--- src/rtl/brsi_pkg.sv ---
// Register map, bit positions and state layout of the receive status block
package brsi_pkg;
  // Register indices; byte address is four times the index
  localparam logic [7:0] IDX_SUMMARY = 8'h30;
  localparam logic [7:0] IDX_LIVE = 8'h31;
  localparam logic [7:0] IDX_ALARM = 8'h33;
  localparam logic [7:0] IDX_IER1 = 8'h34;
  localparam logic [7:0] IDX_DS1SR = 8'h35;
  localparam logic [7:0] IDX_E1SR = 8'h36;
  localparam logic [7:0] IDX_IER3 = 8'h37;
  localparam logic [7:0] IDX_MODE = 8'h3f;
  // Alarm latch and live condition bits; clear events sit four bits up
  localparam int ALM_OOF = 0;
  localparam int ALM_LOS = 1;
  localparam int ALM_AIS = 2;
  localparam int ALM_RAI = 3;
  localparam int ALM_CLR_BASE = 4;
  // DS1 event latch bits
  localparam int DS1_FRAME_BIT_ERR = 0;
  localparam int DS1_B8ZS = 1;
  localparam int DS1_SEVERE_FRAMING = 2;
  localparam int DS1_Z16 = 3;
  localparam int DS1_Z8 = 4;
  localparam int DS1_ALIGN_CHANGE = 5;
  localparam int DS1_PDV = 7;
  // E1 event latch bits; only the low four can interrupt
  localparam int E1_ALIGN_TICK = 0;
  localparam int E1_MF_TICK = 1;
  localparam int E1_SA0 = 2;
  localparam int E1_SA1 = 3;
  localparam int E1_FAS_RESYNC = 4;
  localparam int E1_CAS_RESYNC = 5;
  localparam int E1_CRC_RESYNC = 6;
  localparam int E1_IRQ_BITS = 4;
  // Summary and mode bits
  localparam int SUM_SR1 = 0;
  localparam int SUM_SR3 = 1;
  localparam int MODE_E1 = 0;
  // Reset values and zero-run thresholds
  localparam logic [7:0] RST_REG = 8'h00;
  localparam logic [3:0] RST_NIB = 4'h0;
  localparam logic [4:0] RST_ZRUN = 5'h00;
  localparam logic [4:0] ZERO_RUN_SHORT = 5'h08;
  localparam logic [4:0] ZERO_RUN_LONG = 5'h10;

  typedef struct packed {
    logic ack;
    logic [7:0] rdata;
    logic [7:0] ier1;
    logic [3:0] ier3;
    logic [7:0] sr1;
    logic [7:0] sr2;
    logic [7:0] sr3;
    logic mode;
    logic [3:0] live_prev;
    logic [2:0] crit_prev;
    logic [4:0] zrun;
  } brsi_state_type;
endpackage : brsi_pkg

--- src/rtl/brsi_top.sv ---
// Receive status latches, interrupt enables and request for the BITS framer
// Overview of operation
// - Signal-loss latch sets on live rise; write-one clears; maskable.
// - Out-of-frame latch sets on live rise; write-one clears; maskable.
// - First enable register holds eight enables, one per alarm latch bit.
// - DS1 event register is DS1 only and never requests an interrupt.
// - Density violation sets on sixteen zeros or a window failure.
// - Alignment-change latch sets when a resync moved the alignment.
// - Eight-zero latch sets once eight consecutive zeros arrive.
// - Sixteen-zero latch sets once sixteen consecutive zeros arrive.
// - Severe framing latch sets on two of six framing bits wrong.
// - Codeword latch sets on any B8ZS codeword regardless of line coding.
// - Frame bit error latch sets on any single framing bit error.
// - E1 event register is meaningful only with E1 mode selected.
// - CRC-4 resync latch sets on a fresh criterion hit, never interrupts.
// - CAS resync latch sets on a fresh criterion hit, never interrupts.
// - FAS resync latch sets on a fresh criterion hit, never interrupts.
// - All-ones signalling latch: framer sets, write-one clears, maskable.
// - All-zeros signalling latch: framer sets, write-one clears, maskable.
// - Multiframe latch sets each CRC-4 multiframe; write-one clears.
// - Align-frame latch sets each align frame, write-one clears, maskable.
// - The four maskable E1 latches stay zero outside E1 mode.
// - Third enable register holds four enables for the low E1 latches.
// - Clear-event latches set on live condition fall, write-one clears.
// - Summary shows per alarm and E1 status register whether an unmasked latch is set.
`timescale 1ns/1ps
module brsi_top (
  // Clock and reset
  input wire logic clk_sys,
  input wire logic sys_rst,
  // Wishbone slave
  input wire logic wb_cyc_i,
  input wire logic wb_stb_i,
  input wire logic wb_we_i,
  input wire logic [9:0] wb_adr_i,
  input wire logic [3:0] wb_sel_i,
  input wire logic [31:0] wb_dat_i,
  output logic [31:0] wb_dat_o,
  output logic wb_ack_o,
  // Live framer conditions
  input wire logic live_rai,
  input wire logic live_ais,
  input wire logic live_los,
  input wire logic live_oof,
  // DS1 receive data and event pulses
  input wire logic rx_bit,
  input wire logic rx_bit_valid,
  input wire logic density_window_fail,
  input wire logic alignment_changed,
  input wire logic severe_framing_error,
  input wire logic b8zs_codeword,
  input wire logic frame_bit_error,
  // E1 resync criteria levels and event pulses
  input wire logic crc4_resync_hit,
  input wire logic cas_resync_hit,
  input wire logic fas_resync_hit,
  input wire logic sig_all_ones,
  input wire logic sig_all_zeros,
  input wire logic crc4_multiframe_tick,
  input wire logic align_frame_tick,
  // Mode and interrupt
  output logic rx_e1_select,
  output logic irq_out
);

  brsi_pkg::brsi_state_type st_q;
  brsi_pkg::brsi_state_type st_d;

  logic req;
  logic wr_en;
  logic [7:0] idx;
  logic [7:0] wbyte;
  logic [3:0] live;
  logic [2:0] crit;
  logic [2:0] crit_rise;
  logic zero_bit;
  logic z8_hit;
  logic z16_hit;
  logic ds1;
  logic sum1;
  logic sum3;
  logic [7:0] set1;
  logic [7:0] set2;
  logic [7:0] set3;
  logic [7:0] clr1;
  logic [7:0] clr2;
  logic [7:0] clr3;

  // Bus strobes; ack alternates so every request gets exactly one pulse
  assign req = wb_cyc_i & wb_stb_i & ~st_q.ack;
  // Writes commit on the edge where the master samples ack high
  assign wr_en = wb_cyc_i & wb_stb_i & wb_we_i & wb_sel_i[0] & st_q.ack;
  assign idx = wb_adr_i[9:2];
  assign wbyte = wb_dat_i[7:0];
  assign ds1 = ~st_q.mode;

  // Edge detection against the previous live levels
  assign live = {live_rai, live_ais, live_los, live_oof};
  assign set1 = {~live & st_q.live_prev,
                 live & ~st_q.live_prev};

  // Zero-run counter on the DS1 bit stream
  assign zero_bit = rx_bit_valid & ~rx_bit;
  assign z8_hit = zero_bit &
                  (st_q.zrun + 5'h01 == brsi_pkg::ZERO_RUN_SHORT);
  assign z16_hit = zero_bit &
                   (st_q.zrun + 5'h01 == brsi_pkg::ZERO_RUN_LONG);

  // DS1 events only latch in DS1 mode
  assign set2 = {z16_hit | density_window_fail,
                 1'b0,
                 alignment_changed,
                 z8_hit,
                 z16_hit,
                 severe_framing_error,
                 b8zs_codeword,
                 frame_bit_error} & {8{ds1}};

  // Resync latches fire only on a fresh rise of their criterion
  assign crit = {crc4_resync_hit, cas_resync_hit, fas_resync_hit};
  assign crit_rise = crit & ~st_q.crit_prev;
  assign set3 = {1'b0,
                 crit_rise,
                 sig_all_ones,
                 sig_all_zeros,
                 crc4_multiframe_tick,
                 align_frame_tick} & {8{st_q.mode}};

  // Write-one clear masks
  assign clr1 = (wr_en && idx == brsi_pkg::IDX_ALARM) ? wbyte : 8'h00;
  assign clr2 = (wr_en && idx == brsi_pkg::IDX_DS1SR) ? wbyte : 8'h00;
  assign clr3 = (wr_en && idx == brsi_pkg::IDX_E1SR) ? wbyte : 8'h00;

  // Summary per status register; DS1 events have no part in it
  assign sum1 = |(st_q.sr1 & st_q.ier1);
  assign sum3 = |(st_q.sr3[brsi_pkg::E1_IRQ_BITS-1:0] & st_q.ier3);

  always_comb begin
    st_d = st_q;
    st_d.ack = req;
    st_d.live_prev = live;
    st_d.crit_prev = crit;
    // Set wins over a clear landing in the same cycle
    st_d.sr1 = (st_q.sr1 & ~clr1) | set1;
    st_d.sr2 = (st_q.sr2 & ~clr2) | set2;
    if (st_q.mode) begin
      st_d.sr3 = (st_q.sr3 & ~clr3) | set3;
    end else begin
      st_d.sr3 = brsi_pkg::RST_REG;
    end
    if (rx_bit_valid) begin
      if (rx_bit) begin
        st_d.zrun = brsi_pkg::RST_ZRUN;
      end else if (st_q.zrun != brsi_pkg::ZERO_RUN_LONG) begin
        // Saturate so a long string latches each event only once
        st_d.zrun = st_q.zrun + 5'h01;
      end
    end
    if (wr_en && idx == brsi_pkg::IDX_IER1) begin
      st_d.ier1 = wbyte;
    end
    // Reserved in DS1 mode, so writes there are dropped
    if (wr_en && idx == brsi_pkg::IDX_IER3 && st_q.mode) begin
      st_d.ier3 = wbyte[3:0];
    end
    if (wr_en && idx == brsi_pkg::IDX_MODE) begin
      st_d.mode = wbyte[brsi_pkg::MODE_E1];
    end
    // Read data captured with the ack; unmapped indices read zero
    st_d.rdata = 8'h00;
    if (req && !wb_we_i) begin
      unique case (idx)
        brsi_pkg::IDX_SUMMARY: st_d.rdata = {6'h00, sum3, sum1};
        brsi_pkg::IDX_LIVE: st_d.rdata = {4'h0, live};
        brsi_pkg::IDX_ALARM: st_d.rdata = st_q.sr1;
        brsi_pkg::IDX_IER1: st_d.rdata = st_q.ier1;
        brsi_pkg::IDX_DS1SR: st_d.rdata = st_q.sr2;
        brsi_pkg::IDX_E1SR: st_d.rdata = st_q.sr3;
        brsi_pkg::IDX_IER3: st_d.rdata = {4'h0, st_q.ier3};
        brsi_pkg::IDX_MODE: st_d.rdata = {7'h00, st_q.mode};
        default: st_d.rdata = 8'h00;
      endcase
    end
  end

  always_ff @(posedge clk_sys or posedge sys_rst) begin
    if (sys_rst) begin
      st_q.ack <= 1'b0;
      st_q.rdata <= brsi_pkg::RST_REG;
      st_q.ier1 <= brsi_pkg::RST_REG;
      st_q.ier3 <= brsi_pkg::RST_NIB;
      st_q.sr1 <= brsi_pkg::RST_REG;
      st_q.sr2 <= brsi_pkg::RST_REG;
      st_q.sr3 <= brsi_pkg::RST_REG;
      st_q.mode <= 1'b0;
      st_q.live_prev <= brsi_pkg::RST_NIB;
      st_q.crit_prev <= 3'h0;
      st_q.zrun <= brsi_pkg::RST_ZRUN;
    end else begin
      st_q <= st_d;
    end
  end

  assign wb_ack_o = st_q.ack;
  assign wb_dat_o = {24'h00_0000, st_q.rdata};
  assign rx_e1_select = st_q.mode;
  // Combinational from latches so a clear drops the request at once
  assign irq_out = sum1 | sum3;
endmodule : brsi_top

--- config.mk ---
export PLATFORM = sky130hd
export DESIGN_NAME = brsi_top
export DESIGN_NICKNAME = d
export VERILOG_FILES = /design/src/rtl/brsi_pkg.sv /design/src/rtl/brsi_top.sv
export SDC_FILE = /design/constraint.sdc
export NUM_CORES = 1
export LEC_CHECK = 0
export ABC_AREA = 1
export BUFFER_PORTS_ARGS = -buffer_cell sky130_fd_sc_hd__buf_4
export CAP_MARGIN = 20
export CORE_AREA = 2 2 84 78
export DETAILED_ROUTE_END_ITERATION = 16
export DIE_AREA = 0 0 86 80
export PLACE_DENSITY = 0.83
export SLEW_MARGIN = 20
export SYNTH_ARGS = -nofsm -noshare
export SYNTH_HDL_FRONTEND = slang
export SYNTH_SLANG_ARGS = --single-unit
--- constraint.sdc ---
create_clock -name clk_sys -period 3.9 [get_ports clk_sys]
set_input_delay 0 -clock clk_sys [delete_from_list [all_inputs] [get_ports clk_sys]]
set_output_delay 0 -clock clk_sys [all_outputs]
set_load 0.05 [all_outputs]
==> qor.yml <==
logic_synthesis:
  synth-seq-cells: 58
  netlist_top_cells_count: "nand2_1, dfrtp_1, buf_4, nor2_1, inv_1"
  yosysTopAreaCell: "dfrtp_1"
  yosysSeqAreaShare_pct: 45.4
  synth_top_area_share_pct: 45.4
  yosysUniqueCellTypes: 31
  ys_async_sr_fraction_pct: 100
  synth.avg_cell_area_um2: 7.99
  syn_inst: 400
  synth_most_common_cell: "nand2_1"
  synth_area_leaders: "dfrtp_1, nand2_1, buf_4"
  ys.flop_type: "dfrtp_1"
  ys.warnings.count: 0
  synthesis.area_um2: 3190
  synth_edf_count: 0
timing:
  rsz0062_at_grt: "false"
  finalMaxSlewViolations: 0
  relSlewSlack_pct: 51.5
  hold_viol_final: 0
  worst_hold_slack_ns: 0.0150
  max_slew.worst_pin.slew_ns: 0.727
  setup_slack_ns: 1.87
  setup_viol: 0
  finalSetupTns_ns: 0
  fmax_mhz: 492
  fin_crit_ns: 2.03
  finClkSkew_ns: 0.00645
  period_share_pct: 52.2
global_route:
  grt_overflow: 0
  grt_max_degree: 59
  antenna_found_initial: 0
  track_usage_pct: 23.0
  grt_pass1_wl_um: 12000
  grt_pass1_vias: 2697
power:
  power_frac_clock_pct: 45.4
  switchingPower_mw: 0.368
  p_int_mw: 1.10
  p_per_area_nw_per_um2: 366
  leakagePower_nw: 2.10
  swShare_pct: 25.1
  p_total_mw: 1.46
  pwr-share-comb_pct: 12.1
  p_seq_share_pct: 42.6
  ir_worst_vdd_mv: 0.427
layout:
  final_util_pct: 66.9
  fin_nets: 550
  nFillCells: 505
  layout-drive-gt1-share_pct: 23.4
  antenna_cells: 0
  area_delta_synth_final_pct: 25.3
route:
  vias: 2726
  detail-route-antenna-nets: 0
  dr.pass1.iters: 4
  wl_per_cell_um: 13.0
  drc: 0
  drt_wl_total_um: 7230
  vias_per_cell: 4.91
  drt_iter0_drc: 160
die:
  fp.dieArea_um2: 6880
  ioPinCount: 104
  fp.dieH_um: 80
  fp.dieW_um: 86
  initial_core_util_pct: 53.4
  core_area_um2: 5980
  placementRows: 27
flow_run:
  drv_cap: 0
placement:
  gp_congestion: 0.891
  dp_hpwl_um: 5020
  place_ws_ns: 2.44
  port_buffers: 50
critical_path:
  required_ns: 4.11
  crit_path_end_kind: "register"
  critPathKind: "register to register"
  worst-endpoint-arrival_ns: 2.25
  crit_path_start_kind: "register"
  worstPathMaxFanout: 8
clock_tree:
  cts_made_buffers: 9
  clockRootBuffer: "clkbuf_8"
  htree_levels: 3
  cts.sinks: 58
  path_clk_slew_ns: 0.07
  clock_latency_ns: 0.34
  cts_resized: 0
  cts_buffer_depth: 2
  cts_tree: "done"
min_path:
  hp-class: "input pin to register"
status:
  status: "completed"
## sequential cells by signal, summed over array words and instances (netlist names)
name / flops
st_q: 48
wb_dat_o: 8
rx_e1_select: 1
wb_ack_o: 1
## through the flow
| step | cells | instance area (um^2) |
|---|---|---|
| after CTS | 555 | 4000 |
| after global placement | 511 | 3490 |
| after floorplan | 423 | 3280 |
| after detailed placement | 511 | 3490 |
| final | 555 | 4000 |
| after global routing | 555 | 4000 |
## layout make-up
class	instances	area, um^2	area share [%]
clock inverter	5	103	2.56
inverter	39	149	3.72
multi-input combinational	291	1410	35.3
clock buffer	11	131	3.28
sequential	58	1450	36.3
tap	72	90.1	2.25
timing repair buffer	79	663	16.6
## cell families after synthesis
logic type | after synthesis | share of synthesized area [%]
AND/OR/NAND/NOR | 211 | 30.3
buffers and inverters | 74 | 13.0
flip-flops | 58 | 45.4
AO/OA/AOI/OAI | 50 | 9.17
XOR/XNOR | 3 | 0.823
adder cells (fa/ha/maj) | 3 | 1.18
other | 1 | 0.117
## routing by layer
layer,vias to the layer above,wire length [um],GRT usage [%]
met5,-,0,0
met4,0,102,7.62
met3,9,397,5.38
met2,93,3610,39.1
met1,1267,3120,28.7
li1,1357,-,-
## what timing repair did
action	in CTS	in global routing
hold buffers	28	0
hold endpoints to repair	95	0
setup buffers	0	0
## path summary, 6_finish.rpt
| path | from | endpoint | slack, ns | cells past startpoint |
|---|---|---|---|---|
| worst max-delay path | wb_ack_o$_DFF_PP0_ | st_q[15]$_DFF_PP0_ | 1.87 | 8 |
| worst min-delay path | wb_dat_i[1] | st_q[42]$_DFFE_PP0P_ | 0.01 | 3 |
| worst max register to register | wb_ack_o$_DFF_PP0_ | st_q[15]$_DFF_PP0_ | 1.87 | 8 |
| worst min register to register | st_q[8]$_DFF_PP0_ | st_q[29]$_DFF_PP0_ | 0.43 | 1 |
| max in group asynchronous | sys_rst | st_q[39]$_DFFE_PP0P_ | 2.99 | 4 |
| min in group asynchronous | sys_rst | st_q[1]$_DFFE_PP0P_ | 0.41 | 4 |
## worst max-delay path, stage by stage, from the launching register on
cell and delay, ns:
dfrtp_1 0.40, nand3_2 0.13, nor2_8 0.20, inv_2 0.08
nor2_4 0.22, nand2_1 0.10, a21oi_1 0.15, dlygate4sd3_1 0.58
nor2_1 0.04
## power by group through the flow
stage | Sequential [mW] | Clock [mW] | Combinational [mW]
after floorplan | 0.634 | 0 | 0.120
final | 0.623 | 0.664 | 0.176
after CTS | 0.623 | 0.671 | 0.175
after detailed placement | 0.634 | 0 | 0.154
after global placement | 0.633 | 0 | 0.152
after global routing | 0.624 | 0.696 | 0.192
## placed cells by master (no fill, tap or decap), drive strengths merged
cell,count
o21a,1
nand3,25
conb,24
nor3,1
clkbuf,11
or2,1
dfrtp,58
buf,51
clkinv,1
nand2,136
xnor2,1
xor2,2
o21ai,37
a21oi,10
inv,39
clkinvlp,1
nand4,3
nor2,45
o22ai,2
bufinv,3
ha,3
dlygate4sd3,28
Power figures use the tool's default switching activity.
